`src/common/cst_pkg.sv`:
```
// Constants, register map and types for the calibration store and trim registers
package cst_pkg;

   localparam int ADDR_W     = 12;
   localparam int DATA_W     = 32;
   localparam int IDX_W      = 10;
   localparam int CAL_WORDS  = 673;
   localparam int FIFO_DEPTH = 4;
   localparam int REF_W      = 4;

   // Register indices; byte address is four times the index
   localparam logic [9:0] IDX_PORT_EN  = 10'h070;
   localparam logic [9:0] IDX_CAL_PORT = 10'h071;
   localparam logic [9:0] IDX_STATUS   = 10'h072;
   localparam logic [9:0] IDX_GAIN_A   = 10'h07a;
   localparam logic [9:0] IDX_GAIN_B   = 10'h07b;
   localparam logic [9:0] IDX_REF      = 10'h07c;

   // Field positions
   localparam int EN_BIT        = 0;
   localparam int ST_INDEX_LSB  = 0;
   localparam int ST_HALTED_BIT = 16;
   localparam int ST_VIOL_BIT   = 17;
   localparam int ST_EMPTY_BIT  = 18;

   // Reset values and last word index
   localparam logic             PORT_EN_RST = 1'b0;
   localparam logic [IDX_W-1:0] INDEX_RST   = 10'h000;
   localparam logic [IDX_W-1:0] INDEX_LAST  = 10'h2a0;
   localparam logic [31:0]      RDATA_RST   = 32'h0000_0000;

   typedef struct packed {
      logic [IDX_W-1:0] index;
      logic [7:0]       data;
   } cst_word_s;

   typedef struct packed {
      logic [7:0]       gain_a;
      logic [7:0]       gain_b;
      logic [REF_W-1:0] ref_adj;
   } cst_trim_s;

   typedef enum logic [1:0] {
      ST_IDLE    = 2'b00,
      ST_WAIT_RD = 2'b01,
      ST_DONE    = 2'b10
   } cst_state_e;

endpackage

```
`src/cst_calib_regs.sv`:
```
// APB register bank: calibration word port, gain and reference trims
//////////////////////////////////////////////////////////////////////////////
// Overview of operation
// [RULE_01] Data port works only while enable set
// [RULE_02] Host sets enable before port accesses
// [RULE_03] 673 reads return successive calibration words
// [RULE_04] 673 writes load successive vector positions
// [RULE_05] Streamed accesses keep targeting the port
// [RULE_06] Host avoids port while calibration running
// [RULE_07] Host always completes all 673 accesses
// [RULE_08] Input A gain trim, fuse reset, RW
// [RULE_09] Input B gain trim, fuse reset, RW
// [RULE_10] Full-scale changes use range setting instead
// [RULE_11] Four-bit reference trim, upper bits reserved
// [RULE_12] Word index restarts on enable, advances
//
// Implementation choice: register access over APB.
module cst_calib_regs
   import cst_pkg::*;
(
   input  wire logic                      clk,
   input  wire logic                      srst,
   input  wire logic                      ce,
   input  wire logic                      psel,
   input  wire logic                      penable,
   input  wire logic                      pwrite,
   input  wire logic [cst_pkg::ADDR_W-1:0] paddr,
   input  wire logic [cst_pkg::DATA_W-1:0] pwdata,
   output logic [cst_pkg::DATA_W-1:0]      prdata,
   output logic                           pready,
   output logic                           pslverr,
   input  wire cst_pkg::cst_trim_s        fuse_trim,
   output cst_pkg::cst_trim_s             trim_out,
   input  wire logic                      calibration_halted_flag,
   output logic                           cal_word_valid,
   input  wire logic                      cal_word_ready,
   output cst_pkg::cst_word_s             cal_word,
   output logic                           cal_rd_req,
   output logic [cst_pkg::IDX_W-1:0]       cal_rd_index,
   input  wire logic                      cal_rd_valid,
   input  wire logic [7:0]                cal_rd_data
);
   import cst_pkg::*;

   function automatic logic f_hit(input logic [ADDR_W-1:0] addr, input logic [9:0] idx);
      f_hit = (addr[ADDR_W-1:2] == idx) && (addr[1:0] == 2'b00);
   endfunction

   //////////////////////////////////////////////////////////////////////////
   // State
   cst_state_e       state_ff;
   cst_state_e       nxt_state;
   logic             port_en_ff;
   logic [IDX_W-1:0] index_ff;
   logic [IDX_W-1:0] nxt_index;
   logic             viol_ff;
   logic [31:0]      prdata_ff;
   logic [31:0]      nxt_prdata;
   cst_trim_s        trim_ff;

   //////////////////////////////////////////////////////////////////////////
   // Address decode
   wire hit_en     = f_hit(paddr, IDX_PORT_EN);
   wire hit_cal    = f_hit(paddr, IDX_CAL_PORT);
   wire hit_status = f_hit(paddr, IDX_STATUS);
   wire hit_gain_a = f_hit(paddr, IDX_GAIN_A);
   wire hit_gain_b = f_hit(paddr, IDX_GAIN_B);
   wire hit_ref    = f_hit(paddr, IDX_REF);
   wire mapped     = hit_en | hit_cal | hit_status | hit_gain_a | hit_gain_b | hit_ref;

   // Port address reaches the vector only while port enable is set, streamed or not
   wire cal_live   = hit_cal & port_en_ff; // RULE_01 RULE_05
   wire start_rd   = cal_live & ~pwrite; // RULE_03
   wire start_wr   = cal_live & pwrite; // RULE_04

   wire fifo_in_ready;
   wire fifo_empty_n;
   wire [$bits(cst_word_s)-1:0] fifo_out;

   //////////////////////////////////////////////////////////////////////////
   // Transfer completion
   wire in_done    = (state_ff == ST_DONE);
   assign pready   = ce & psel & penable & in_done;
   assign pslverr  = pready & ~mapped;
   wire xfer_done  = pready;
   wire wr_done    = xfer_done & pwrite & mapped;
   wire cal_done   = xfer_done & cal_live;
   wire cal_wr     = cal_done & pwrite;
   wire en_set     = wr_done & hit_en & pwdata[EN_BIT];

   //////////////////////////////////////////////////////////////////////////
   // Read data selection
   wire [31:0] st_word = (32'(index_ff) << ST_INDEX_LSB)
                       | (32'(calibration_halted_flag) << ST_HALTED_BIT)
                       | (32'(viol_ff) << ST_VIOL_BIT)
                       | (32'(!fifo_empty_n) << ST_EMPTY_BIT);
   wire [31:0] rd_en     = hit_en ? 32'(port_en_ff) : 32'h0000_0000;
   wire [31:0] rd_st     = hit_status ? st_word : 32'h0000_0000;
   wire [31:0] rd_gain_a = hit_gain_a ? 32'(trim_ff.gain_a) : 32'h0000_0000; // RULE_08
   wire [31:0] rd_gain_b = hit_gain_b ? 32'(trim_ff.gain_b) : 32'h0000_0000; // RULE_09
   wire [31:0] rd_ref    = hit_ref ? 32'(trim_ff.ref_adj) : 32'h0000_0000; // RULE_11
   wire [31:0] rd_mux    = rd_en | rd_st | rd_gain_a | rd_gain_b | rd_ref;

   //////////////////////////////////////////////////////////////////////////
   // Access sequencer
   always_comb begin
      nxt_state  = state_ff;
      nxt_prdata = prdata_ff;
      unique case (state_ff)
         ST_IDLE: begin
            if (psel) begin
               if (start_rd) begin
                  nxt_state = ST_WAIT_RD; // RULE_03
               end else if (!start_wr || fifo_in_ready) begin
                  // Disabled port falls through here and reads zero
                  nxt_state  = ST_DONE; // RULE_01
                  nxt_prdata = pwrite ? RDATA_RST : rd_mux;
               end
            end
         end
         ST_WAIT_RD: begin
            if (cal_rd_valid) begin
               nxt_state  = ST_DONE; // RULE_03
               nxt_prdata = 32'(cal_rd_data);
            end
         end
         ST_DONE: begin
            if (xfer_done) begin
               nxt_state = ST_IDLE;
            end
         end
         default: begin
            nxt_state = ST_IDLE;
         end
      endcase
   end

   always_ff @(posedge clk) begin
      if (srst) begin
         state_ff  <= ST_IDLE;
         prdata_ff <= RDATA_RST;
      end else if (ce) begin
         state_ff  <= nxt_state;
         prdata_ff <= nxt_prdata;
      end
   end

   assign prdata       = prdata_ff;
   assign cal_rd_req   = (state_ff == ST_WAIT_RD);
   assign cal_rd_index = index_ff;

   //////////////////////////////////////////////////////////////////////////
   // Port enable, word index and misuse flag
   // Index wraps after the last word so a new pass starts cleanly
   assign nxt_index = en_set ? INDEX_RST : // RULE_12
                      !cal_done ? index_ff :
                      (index_ff == INDEX_LAST) ? INDEX_RST : // RULE_07
                      IDX_W'(index_ff + 1'b1); // RULE_12

   // Access during running calibration: set wins over clear
   wire viol_set = cal_done & ~calibration_halted_flag; // RULE_06
   wire nxt_viol = viol_set | (viol_ff & ~en_set);

   always_ff @(posedge clk) begin
      if (srst) begin
         port_en_ff <= PORT_EN_RST;
         index_ff   <= INDEX_RST;
         viol_ff    <= 1'b0;
      end else if (ce) begin
         if (wr_done && hit_en) begin
            port_en_ff <= pwdata[EN_BIT]; // RULE_01 RULE_02
         end
         index_ff <= nxt_index;
         viol_ff  <= nxt_viol;
      end
   end

   //////////////////////////////////////////////////////////////////////////
   // Trim registers, factory values taken at reset
   always_ff @(posedge clk) begin
      if (srst) begin
         trim_ff <= fuse_trim; // RULE_08 RULE_09 RULE_11
      end else if (ce) begin
         if (wr_done && hit_gain_a) begin
            trim_ff.gain_a <= pwdata[7:0]; // RULE_08
         end
         if (wr_done && hit_gain_b) begin
            trim_ff.gain_b <= pwdata[7:0]; // RULE_09
         end
         if (wr_done && hit_ref) begin
            trim_ff.ref_adj <= pwdata[REF_W-1:0]; // RULE_11
         end
      end
   end

   assign trim_out = trim_ff;

   //////////////////////////////////////////////////////////////////////////
   // Restore path toward the calibration engine
   cst_word_s push_word;
   assign push_word = {index_ff, pwdata[7:0]};

   cst_fifo #(
      .WIDTH ($bits(cst_word_s)),
      .DEPTH (FIFO_DEPTH)
   ) u_fifo (
      .clk       (clk),
      .srst      (srst),
      .ce        (ce),
      .in_valid  (cal_wr), // RULE_04
      .in_ready  (fifo_in_ready),
      .in_data   (push_word),
      .out_valid (fifo_empty_n),
      .out_ready (cal_word_ready),
      .out_data  (fifo_out)
   );

   assign cal_word_valid = fifo_empty_n;
   assign cal_word       = cst_word_s'(fifo_out);

   //////////////////////////////////////////////////////////////////////////
   // Assertions
   a_port_gated_off : assert property (@(posedge clk) disable iff (srst) // RULE_01
      (xfer_done && hit_cal && !port_en_ff && !en_set) |=> (index_ff == $past(index_ff)))
      else $error("disabled port moved the index");

   a_rd_req_enabled : assert property (@(posedge clk) disable iff (srst) // RULE_01
      cal_rd_req |-> port_en_ff)
      else $error("calibration read requested while port disabled");

   a_rd_word_returned : assert property (@(posedge clk) disable iff (srst) // RULE_03
      (ce && cal_rd_req && cal_rd_valid) |=> (in_done && prdata == {24'h000000, $past(cal_rd_data)}))
      else $error("returned calibration word not presented");

   a_index_advance : assert property (@(posedge clk) disable iff (srst) // RULE_12
      (cal_done && index_ff != INDEX_LAST) |=> (index_ff == $past(index_ff) + 10'h001))
      else $error("index did not advance on port access");

   a_index_wrap : assert property (@(posedge clk) disable iff (srst) // RULE_07
      (cal_done && index_ff == INDEX_LAST) |=> (index_ff == INDEX_RST))
      else $error("index did not wrap after last word");

   a_index_restart : assert property (@(posedge clk) disable iff (srst) // RULE_12
      en_set |=> (index_ff == INDEX_RST && port_en_ff))
      else $error("enable did not restart the index");

   a_wr_word_pushed : assert property (@(posedge clk) disable iff (srst) // RULE_04
      (cal_wr && !fifo_empty_n) |=> (fifo_empty_n && cal_word.data == 8'($past(pwdata))
         && cal_word.index == $past(index_ff)))
      else $error("written calibration word not queued");

   a_stream_target : assert property (@(posedge clk) disable iff (srst) // RULE_05
      (cal_done ##1 !cal_done ##[1:2] cal_done) |=>
         (index_ff == INDEX_RST || index_ff == $past(index_ff) + 10'h001))
      else $error("streamed access missed the port");

   a_misuse_flag : assert property (@(posedge clk) disable iff (srst) // RULE_06
      (cal_done && !calibration_halted_flag) |=> viol_ff)
      else $error("access during running calibration not flagged");

   a_gain_a_write : assert property (@(posedge clk) disable iff (srst) // RULE_08
      (wr_done && hit_gain_a) |=> (trim_out.gain_a == 8'($past(pwdata))))
      else $error("gain A write lost");

   a_gain_b_write : assert property (@(posedge clk) disable iff (srst) // RULE_09
      (wr_done && hit_gain_b) |=> (trim_out.gain_b == 8'($past(pwdata))))
      else $error("gain B write lost");

   a_ref_reserved : assert property (@(posedge clk) disable iff (srst) // RULE_11
      (ce && psel && !penable && state_ff == ST_IDLE && hit_ref && !pwrite) |=>
         (prdata[31:REF_W] == '0 && prdata[REF_W-1:0] == trim_ff.ref_adj))
      else $error("reference trim readback wrong");

   a_port_off_zero : assert property (@(posedge clk) disable iff (srst) // RULE_01
      (xfer_done && hit_cal && !port_en_ff && !pwrite) |-> (prdata == RDATA_RST))
      else $error("disabled port returned data");

   a_rd_req_release : assert property (@(posedge clk) disable iff (srst) // RULE_03
      (ce && cal_rd_req && cal_rd_valid) |=> !cal_rd_req)
      else $error("calibration read request held after reply");

   a_ref_write : assert property (@(posedge clk) disable iff (srst) // RULE_11
      (wr_done && hit_ref) |=> (trim_out.ref_adj == REF_W'($past(pwdata))))
      else $error("reference trim write lost");

   a_misuse_sticky : assert property (@(posedge clk) disable iff (srst) // RULE_06
      (viol_ff && !en_set) |=> viol_ff)
      else $error("misuse flag cleared without enable write");

   a_unmapped_read : assert property (@(posedge clk) disable iff (srst)
      (xfer_done && !mapped && !pwrite) |-> (pslverr && prdata == RDATA_RST))
      else $error("unmapped read not refused");

   a_ce_freeze : assert property (@(posedge clk) disable iff (srst)
      !ce |=> (state_ff == $past(state_ff) && index_ff == $past(index_ff) && trim_ff == $past(trim_ff)))
      else $error("state moved while clock enable low");

   c_port_gated  : cover property (@(posedge clk) disable iff (srst) xfer_done && hit_cal && !port_en_ff);
   c_full_save   : cover property (@(posedge clk) disable iff (srst)
      cal_done && !pwrite && index_ff == INDEX_LAST);
   c_full_restore : cover property (@(posedge clk) disable iff (srst)
      cal_done && pwrite && index_ff == INDEX_LAST);
   c_fifo_stall  : cover property (@(posedge clk) disable iff (srst)
      psel && start_wr && !fifo_in_ready);
   c_misuse      : cover property (@(posedge clk) disable iff (srst) viol_set);

endmodule

```
`src/cst_fifo.sv`:
```
// Small synchronous FIFO with valid/ready on both sides
module cst_fifo #(
   parameter int WIDTH = 18,
   parameter int DEPTH = 4
) (
   input  wire logic             clk,
   input  wire logic             srst,
   input  wire logic             ce,
   input  wire logic             in_valid,
   output logic                  in_ready,
   input  wire logic [WIDTH-1:0] in_data,
   output logic                  out_valid,
   input  wire logic             out_ready,
   output logic [WIDTH-1:0]      out_data
);
   localparam int PW = (DEPTH > 1) ? $clog2(DEPTH) : 1;
   localparam int CW = $clog2(DEPTH + 1);
   localparam logic [PW-1:0] PTR_LAST = PW'(DEPTH - 1);
   localparam logic [CW-1:0] CNT_FULL = CW'(DEPTH);

   logic [WIDTH-1:0] mem_ff [DEPTH];
   logic [PW-1:0]    wr_ptr_ff;
   logic [PW-1:0]    rd_ptr_ff;
   logic [CW-1:0]    count_ff;

   wire push = ce & in_valid & in_ready;
   wire pop  = ce & out_valid & out_ready;

   assign in_ready  = (count_ff != CNT_FULL);
   assign out_valid = (count_ff != '0);
   assign out_data  = mem_ff[rd_ptr_ff];

   always_ff @(posedge clk) begin
      if (push) begin
         mem_ff[wr_ptr_ff] <= in_data;
      end
   end

   always_ff @(posedge clk) begin
      if (srst) begin
         wr_ptr_ff <= '0;
         rd_ptr_ff <= '0;
         count_ff  <= '0;
      end else begin
         if (push) begin
            wr_ptr_ff <= (wr_ptr_ff == PTR_LAST) ? '0 : PW'(wr_ptr_ff + 1'b1);
         end
         if (pop) begin
            rd_ptr_ff <= (rd_ptr_ff == PTR_LAST) ? '0 : PW'(rd_ptr_ff + 1'b1);
         end
         if (push != pop) begin
            count_ff <= push ? CW'(count_ff + 1'b1) : CW'(count_ff - 1'b1);
         end
      end
   end

   a_fifo_no_overflow : assert property (@(posedge clk) disable iff (srst)
      (push && !pop) |=> (count_ff == $past(count_ff) + 1'b1 && count_ff <= CNT_FULL))
      else $error("fifo count lost a pushed word");

endmodule

```
`config.mk`:
```
export PLATFORM = sky130hd
export DESIGN_NAME = cst_calib_regs
export DESIGN_NICKNAME = d
export VERILOG_FILES = /design/src/common/cst_pkg.sv /design/src/cst_calib_regs.sv /design/src/cst_fifo.sv
export SDC_FILE = /design/constraint.sdc
export NUM_CORES = 1
export LEC_CHECK = 0
export BUFFER_PORTS_ARGS = -buffer_cell sky130_fd_sc_hd__buf_2
export CAP_MARGIN = 25
export CORE_ASPECT_RATIO = 0.9
export CORE_MARGIN = 1.5
export CORE_UTILIZATION = 40
export CTS_BUF_LIST = sky130_fd_sc_hd__clkbuf_2
export DETAILED_ROUTE_END_ITERATION = 10
export PLACE_DENSITY = 0.74
export SYNTH_ARGS = -nofsm -noshare
export SYNTH_HDL_FRONTEND = slang
export SYNTH_HIERARCHICAL = 1
export SYNTH_SLANG_ARGS = --single-unit
```
`constraint.sdc`:
```
create_clock -name clk -period 4.31 [get_ports clk]
set_clock_uncertainty 0.15 [all_clocks]
set_input_delay 0.2155 -clock clk [delete_from_list [all_inputs] [get_ports clk]]
set_output_delay 0.2155 -clock clk [all_outputs]
set_load 0.05 [all_outputs]
```
After elaboration in Yosys (flattened, before gate mapping) --
Memory sizes are Yosys's and may differ from the RTL's. A register that Yosys moved wholly into a read port is not among the register bits. Index checks and enable logic that the tools add are counted.
Word-level totals: flip-flop bits (word level) 73, ROM bits 0, input port bits 81, output and inout bits 84, memory bits (writable) 72, logic and storage cells 133, memories kept 1, latch bits 0
Operators by class: multiplexer cells 32, add/sub/neg operators 5, bitwise gates (word level) 36, multipliers 0, divide/modulo/power cells 0, reduce and logical (&&, ||, !) cells 29, magnitude comparators 0, equal/unequal tests 19, shift-type cells 0
Memory list:
- u_fifo.mem_ff | depth 4, width 18, read ports 1, clocked after memory_dff 1, write ports 1, line cst_fifo.sv:21 | logic [WIDTH-1:0] mem_ff [DEPTH];
Operators with widths (number):
- 2-to-1 mux 32 bit | 4
- one-hot mux 32 bit (2 select lines) | 1
- equality test 10 x 7 -> 1 bit, second input constant | 6
- 2-to-1 mux 20 bit | 2
- 2-to-1 mux 19 bit | 2
- OR 19 x 8 -> 19 bit | 2
- 2-to-1 mux 8 bit | 4
- 2-to-1 mux 10 bit | 3
- bitwise AND 1 bit | 19
- OR 1 x 19 -> 19 bit | 1
- OR 18 x 19 -> 19 bit | 1
- OR 19 x 4 -> 19 bit | 1
- 2-to-1 mux 2 bit | 9
- OR 17 x 18 -> 18 bit | 1
- OR 10 x 17 -> 17 bit | 1
- nonzero test 2 bit | 6
- adder 10 x 1 -> 10 bit, second input constant | 1
- equality test 10 bit, second input constant | 1
- logical AND 1 bit | 10
- AND reduction 2 bit | 5
- 2-to-1 mux 4 bit | 2
- != test 2 bit, second input constant | 4
- equality test 2 bit, second input constant | 3
- != test 3 bit, second input constant | 2
- other kinds (17) | 30

Depth between registers and ports, before layout --
Gate-level depths: netlist of run 1.
depth after elaboration 13, mapped depth 12, mapped depth without buffers 10

Modules after synthesis --
The synthesis of run 1 kept the hierarchy.
By module, submodules not included:
- cst_fifo | cells each 149, instances 1, area each 3129.3 um2, sequential area each 2342.2 um2
- cst_calib_regs | cells each 309, instances 1, area each 2786.4 um2, sequential area each 1141.1 um2

Worst setup path before layout of run 1 --
Ideal clock, no wire load.
path kind input -> register, from input port paddr[11] (netlist bit), to register u_fifo.count_ff[2], library setup time 123 ps, data arrival time 2956 ps, slack 1081 ps, path buffers 1, cell stages on the path 11, required time 4037 ps, path through or4_4 > or4_1 > clkbuf_1 > nor2_1 > nand2_1 > a21oi_4 > inv_1 > fa_1 > and2_1 > mux2i_1 > mux2_1
On the way: cells in the longest elaborated chain, start to end 8, elaborated cells on any way between the ends 9, those cells by class eq/ne: 2; mux: 1; bitwise: 5; reduce/logical: 1
Ends and longest elaborated chain:
- from (decl) | line cst_calib_regs.sv:27 | input wire logic [cst_pkg::ADDR_W-1:0] paddr,
- equality test 10 x 7 -> 1 bit * | line cst_calib_regs.sv:46 | f_hit = (addr[ADDR_W-1:2] == idx) && (addr[1:0] == 2'b00);
- logical AND 1 bit * | line cst_calib_regs.sv:46
- bitwise AND 1 bit * | line cst_calib_regs.sv:72 | wire cal_live = hit_cal & port_en_ff;
- bitwise AND 1 bit * | line cst_calib_regs.sv:87 | wire cal_done = xfer_done & cal_live;
- bitwise AND 1 bit * | line cst_calib_regs.sv:88 | wire cal_wr = cal_done & pwrite;
- via cal_wr | line cst_calib_regs.sv:88
- bitwise AND 1 bit * (2 in a row) | line cst_fifo.sv:26 | wire push = ce & in_valid & in_ready;
- 2-to-1 mux 3 bit / != test 1 bit (equally long branches) | line cst_fifo.sv:52, cst_fifo.sv:51
- to (signal assigned) | line cst_fifo.sv:52 | count_ff <= push ? CW'(count_ff + 1'b1) : CW'(count_ff - 1'b1);
- to (decl) | line cst_fifo.sv:24 | logic [CW-1:0] count_ff;
Mark *: on every way through the listed nets, which the timed path passes. The rest lies on a longest branch. A chain may end at the register's enable or synchronous reset.

Worst setup path after layout of run 1 --
from register state_ff[0], to register prdata_ff[3] (netlist: prdata[3])
On the way: cells in the longest elaborated chain, start to end 3, elaborated cells on any way between the ends 9, those cells by class eq/ne: 5; mux: 1; reduce/logical: 3
Ends and longest elaborated chain:
- from (decl) | line cst_calib_regs.sv:51 | cst_state_e state_ff;
- from (signal assigned) | line cst_calib_regs.sv:143 | state_ff <= nxt_state;
- equality test 2 x 1 -> 1 bit / logical NOT 2 bit (equally long branches) | line cst_calib_regs.sv:109 | unique case (state_ff)
- != test 2 x 1 -> 1 bit (no line) (tied with other cells)
- AND reduction 6 bit (no line)
- to (signal assigned) | line cst_calib_regs.sv:144 | prdata_ff <= nxt_prdata;
- to (decl) | line cst_calib_regs.sv:57 | logic [31:0] prdata_ff;
Parallel ways exist; a longest one is shown, timed or not.

==> out/results.txt, run 1 <==
H-tree depth - 4
Hold Crit Depth - 6
Core Footprint - 14,200 sq um
Worst Tran Pin Value - 916 ps
Sequential area share after synthesis - 0.589
Cell mode on critical path - dlygate4sd3_1
Clock sinks - 128
Final setup viols - 0
CTS buffer count - 17
Global-route wire length before repair - 23,500 um
Worst EP arrival - 4060 ps
Row count - 41
Bufs on Longest Clock Path - 2
Netlist Area Pre-Place - 5920 sq um
Crit-path cells - nor2b_1 > buf_4 > or4_1 > nor3_2 > a22oi_1 > dlygate4sd3_1 > a31oi_1 > dlygate4sd3_1
Syn_area_per_cell - 12.9 sq um
Largest net degree at the start of global routing - 52
Vias - 4,521
Post-synth cell types - 70
Slowest Stage Delay on Critical Path - 600 ps
Wire per inst - 17.4 um
Status - complete, no violations
Clock transition at path regs - 200 ps
CTS tree - yes
Clk root buf - clkbuf_2
Die Area - 15,500 sq um
Critical Path End Type - flop
Number of synthesis warnings - 6
Placed cell area - 6510 sq um
RSZ-0062 raised after global routing - no
Critical Path RT - 4780 ps
Total stage count of the critical path - 8
Most common cell after layout, fill and taps aside - buf_2
Worst ir drop on vdd - 0.176 mV
DRC - 0
Area growth syn-to-layout - 27.9%
Worst path slowest cell - dlygate4sd3_1
Top FF cell, synth - edfxtp_1
Synthesis-stage register bit count - 128
Die H - 118 um
TritonRoute pass-1 iters - 5
Fin Hold WS - 108 ps
Post-synth ARST share - 0
Vias/cell - 5.26
Total congestion overflow - 0
Post-CTS Setup Inserts - 0
Leakage - 3.01 nW
Worst skew pair latency - 700 ps
Most frequent cells in the layout - 121 x buf_2, 92 x edfxtp_1, 76 x dlygate4sd3_1
Maxcap violations - 0
Input/output buffers - 121
Layout cells sized above 1 - 0.314
Worst path buffer plus inverter count - 3
Post-Synthesis Cells - 458
Hold Fails Final Rpt - 0
Drt first-iter violations - 281
Final WL - 14,900 um
Die X - 131 um
Detail Route Antenna Nets - 0
Power Density - 331 nW/um^2
EDFF count, synth - 92
CP Class - reg -> reg
Nets - 742
Worst hold path type - in -> reg
Total GRT Usage - 0.195
Tcrit/Tclk final - 0.832
Setup TNS - 0 ps
Routability cong. - 0.847
FF-to-FF path depth - 8
Crit path max fanout - 8
Post-DP HPWL - 9830 um
Initial Utilization - 0.416
Vias in the first global route - 4,534
Largest delay share family, worst path - buffers and inverters
Minimum clock period after layout - 3590 ps
Design area - 7560 sq um
Ports - 165
Crit start category - flop
Initial antenna violation count - 1
Achievable Freq - 279 MHz
Slew Limit Fails - 0
Rel. slew slack - 0.389
Reg2reg setup slack - 720 ps
## final timing paths
path	startpoint	endpoint
setup reg to reg	state_ff[0]	prdata[3]
setup / recovery	state_ff[0]	prdata[3]
hold reg to reg	prdata[18]	prdata[18]
hold / removal	paddr[9]	cal_rd_index[8]
## per-stage QoR
stage	power, mW	util	std cells	worst slack [ps]
finish	2.50	0.532	860	722
global route	2.58	0.532	860	604
CTS	2.50	0.531	857	886
detailed placement	1.62	0.458	749	758
global placement	1.62	0.458	749	821
floorplan	1.57	-	476	1080
## worst reg2reg max path, delay by kind of cell, from the launching register on
family	cells	cell delay (ps)
AO/OA/AOI/OAI	2	320
flip-flops	1	420
buffers and inverters	3	1410
AND/OR/NAND/NOR	3	1260
## cells by family (layout without fill, tap and decap cells)
family | after synthesis | in the layout | share of synthesized area
AO/OA/AOI/OAI | 72 | 72 | 0.0907
XOR/XNOR | 2 | 2 | 0.00296
flip-flops | 128 | 128 | 0.589
other | 1 | 20 | 0.000634
buffers and inverters | 52 | 242 | 0.0635
multiplexers | 35 | 35 | 0.0992
adder cells (fa/ha/maj) | 8 | 8 | 0.0182
AND/OR/NAND/NOR | 160 | 160 | 0.136
## area by class of cell
type / instances / area, sq um
clock inverters: 13 / 186
well taps: 193 / 241
repair buffers: 202 / 1400
multi-input cells: 296 / 2120
clock buffers: 19 / 95.1
fillers: 1212 / 6650
flip-flops and latches: 128 / 3480
diodes: 1 / 2.50
inverters: 8 / 30.0
## power breakdown
| part | total [mW] | internal [mW] | switching [mW] | leakage (nW) |
|---|---|---|---|---|
| clock network | 0.848 | 0.388 | 0.460 | 0.159 |
| registers | 1.35 | 1.34 | 0.0131 | 1.22 |
| logic | 0.304 | 0.101 | 0.203 | 1.63 |
## what timing repair did
action / in CTS / in global routing
setup endpoints to repair: 0 / 0
endpoints found under the hold margin: 93 / 0
hold buffers: 76 / 0
resized for setup: 0 / 0
## state kept, by name, summed over array words and instances, names as in the netlist, named ones only
register / flops
viol_ff: 1
u_fifo/mem_ff: 72
prdata: 13
u_fifo/rd_ptr_ff: 2
u_fifo/count_ff: 3
u_fifo/wr_ptr_ff: 2
port_en_ff: 1
cal_rd_index: 10
state_ff: 2
trim_out: 20
## Yosys cell counts, drive strengths merged (3+ instances only)
| library cell | instances | area (sq um) |
|---|---|---|
| nor3 | 10 | 60.1 |
| nand3b | 3 | 22.5 |
| nand2 | 70 | 263 |
| edfxtp | 92 | 2760 |
| o21ai | 12 | 63.8 |
| inv | 6 | 22.5 |
| ha | 7 | 87.6 |
| nor2 | 28 | 108 |
| mux4 | 18 | 405 |
| clkbuf | 13 | 81.3 |
| a211oi | 5 | 52.6 |
| buf | 29 | 199 |
| a22oi | 7 | 52.6 |
| mux2i | 8 | 80.1 |
| dfxtp | 36 | 721 |
| or3 | 4 | 26.3 |
| and2 | 5 | 36.3 |
| a31oi | 7 | 43.8 |
| nand3 | 12 | 60.1 |
| o21bai | 4 | 33.8 |
| a21oi | 20 | 111 |
| a221oi | 4 | 47.6 |
| mux2 | 9 | 101 |
| and3 | 3 | 18.8 |
| nand4 | 3 | 18.8 |
| nor4 | 4 | 40.0 |
| or4 | 4 | 37.5 |
| nand4b | 5 | 43.8 |
## metal layers
layer / up-vias / wire, um / global-route usage / share of wire
li1: 2078 / - / - / -
met1: 2199 / 6210 / 0.240 / 0.42
met2: 234 / 7500 / 0.336 / 0.50
met3: 10 / 1150 / 0.0622 / 0.077
met4: 0 / 75 / 0.0456 / 0.0050
met5: - / 0 / 0 / 0
Power figures use the tool's default switching activity.
==> run 2: changes to the inputs <==
clock period = 3.5 ns   (was 4.31 ns; I/O delays follow)
==> run 2 against run 1 <==
  * Register-to-register slack worse by 500 ps
  * Count of clock-buffer cells in the layout down 2
  * Sequential share of layout area fell by 1.4 points
  * First-iteration DRC count up 41%
  * Clock power is 39% higher
  * Sequential power is 23% higher
  * Critical path depth increased by 1
  * Combinational power is 29% higher
  * Setup slack worse by 680 ps
  * Critical path type is now in -> reg
  * Power increased by 29%
  * Hold slack improved by 57 ps
==> out/results.txt, run 2 (same netlist as run 1, synthesis figures left out) <==
H-tree depth - 4 (unchanged)
Area growth syn-to-layout - 31.9%
DRC - 0 (unchanged)
Crit path max fanout - 12 (+4)
Vias in the first global route - 4,648 (+2.5%)
Vias/cell - 5.29 (+0.58%)
Detail Route Antenna Nets - 0 (unchanged)
Total GRT Usage - 0.199 (+0.00356)
Fin util - 0.549 (+0.0168)
Die Area - 15,500 sq um (unchanged)
TritonRoute pass-1 iters - 5 (unchanged)
Routability cong. - 0.883 (+4.2%)
PostCTS Resize Cnt - 0 (unchanged)
Vias - 4,653 (+2.9%)
Worst EP arrival - 3900 ps (-160 ps)
FILL cells - 1,169 (-3.5%)
Rel. slew slack - 0.407 (+0.0181)
Status - complete, no violations
Row count - 41 (unchanged)
Net Sw Frac - 0.260 (-0.0106)
Layout cells sized above 1 - 0.305 (-0.00915)
Cell mode on critical path - dlygate4sd3_1
Most common cell after layout, fill and taps aside - buf_2
Worst ir drop on vdd - 0.247 mV (+40%)
CTS tree - yes
Crit start category - primary input
Critical Path RT - 3950 ps (-830 ps)
Drt first-iter violations - 396 (+41%)
Internal power - 2.39 mW (+31%)
Worst path slowest cell - dlygate4sd3_1
Most frequent cells in the layout - 121 x buf_2, 94 x dlygate4sd3_1, 92 x edfxtp_1
Worst Tran Pin Value - 889 ps (-27.1 ps)
Core Footprint - 14,200 sq um (unchanged)
Die H - 118 um (unchanged)
Wire per inst - 17.5 um (+0.84%)
Post-DP HPWL - 9770 um (-0.60%)
Achievable Freq - 290 MHz
CTS buffer count - 17 (unchanged)
Slowest Stage Delay on Critical Path - 600 ps (about the same)
Bufs on Longest Clock Path - 2 (unchanged)
Clock share of power - 0.364 (+0.025)
Ports - 165 (unchanged)
Clock sinks - 128 (unchanged)
Maxcap violations - 0 (unchanged)
Post-CTS Setup Inserts - 0 (unchanged)
Hold Fails Final Rpt - 0 (unchanged)
Input/output buffers - 121 (unchanged)
Largest net degree at the start of global routing - 28 (-46%)
Top reg by flops - u_fifo/mem_ff
Initial antenna violation count - 1 (unchanged)
Hold buffer count at CTS - 94 (+24%)
Global-route wire length before repair - 23,900 um (+1.9%)
Total congestion overflow - 0 (unchanged)
Die X - 131 um (unchanged)
Comb power frac - 0.121 (about the same)
Critical Path End Type - flop
Clk root buf - clkbuf_2
Power Density - 414 nW/um^2 (+25%)
Clock transition at path regs - 200 ps (about the same)
RSZ-0062 raised after global routing - no
Seq pwr share - 0.515 (-0.024)
Minimum clock period after layout - 3450 ps
Final WL - 15,400 um (+3.2%)
Tcrit/Tclk final - 0.987
Largest register FFs - 72 (unchanged)
Worst skew pair latency - 640 ps (-60 ps)
Total power - 3.23 mW (+29%)
Worst hold path type - in -> reg
Crit-path cells - dlygate4sd3_1 > buf_2 > or4_4 > or4_4 > o21ai_2 > a32oi_1 > dlygate4sd3_1 > o32ai_1 > dlygate4sd3_1
Slew Limit Fails - 0 (unchanged)
Initial Utilization - 0.416 (unchanged)
CP Class - in -> reg
Final setup viols - 0 (unchanged)
Switching power - 0.839 mW (+24%)
Leakage - 3.10 nW (+3.0%)
Nets - 762 (+2.7%)
Setup TNS - 0 ps (unchanged)
## run 2: changes by cell type in the layout (fill, tap and decap cells not counted)
cell / before / now
clkinv_4: 2 / 1
bufinv_16: 4 / 6
dlygate4sd3_1: 76 / 94
clkbuf_2: 20 / 17
buf_4: 4 / 7
clkinv_1: 3 / 5
clkinvlp_4: 3 / 2
## run 2: per-stage QoR
step                      hold slack (ps)  area, sq um  worst slack [ps]  instances
after floorplan                       124         5980               311        476
after global placement                274         6530               308        752
after detailed placement              288         6530               209        752
after CTS                            76.2         7790              63.0        878
after global routing                  100         7800              32.6        880
final                                 165         7800              46.8        880
## run 2: final cells by class
class | count | area [sq um] | share of cell area
multi-input cells | 296 | 2120 | 0.272
diodes | 1 | 2.50 | 0.000321
flip-flops and latches | 128 | 3480 | 0.446
clock buffers | 17 | 85.1 | 0.0109
well taps | 193 | 241 | 0.0309
clock inverters | 15 | 238 | 0.0305
repair buffers | 222 | 1600 | 0.205
inverters | 8 | 30.0 | 0.00385
## run 2: power by group through the flow
| stage | registers [mW] | clock network [mW] | logic, mW |
|---|---|---|---|
| final | 1.66 | 1.18 | 0.391 |
| after global routing | 1.67 | 1.25 | 0.410 |
| after CTS | 1.66 | 1.19 | 0.380 |
| after detailed placement | 1.69 | 0 | 0.307 |
| after global placement | 1.69 | 0 | 0.302 |
| after floorplan | 1.79 | 0 | 0.147 |
## run 2: worst paths after layout
path	from	depth (start not counted)	end	slack [ps]
min reg2reg	prdata[9]	2	prdata[9]	310
min	paddr[4]	4	trim_out[0]	160
max	paddr[11]	9	prdata[0]	50
max reg2reg	state_ff[0]	7	prdata[3]	220
## run 2: metal layers
metal | track usage | share of wire
met1 | 0.248 | 0.42
met2 | 0.340 | 0.50
met3 | 0.0541 | 0.066
met5 | 0 | 0
met4 | 0.0576 | 0.0092
## run 2: worst max-delay path, delay by kind of cell
| family | cells | cell delay, ps |
|---|---|---|
| AND/OR/NAND/NOR | 2 | 1130 |
| AO/OA/AOI/OAI | 3 | 750 |
| buffers and inverters | 4 | 1840 |
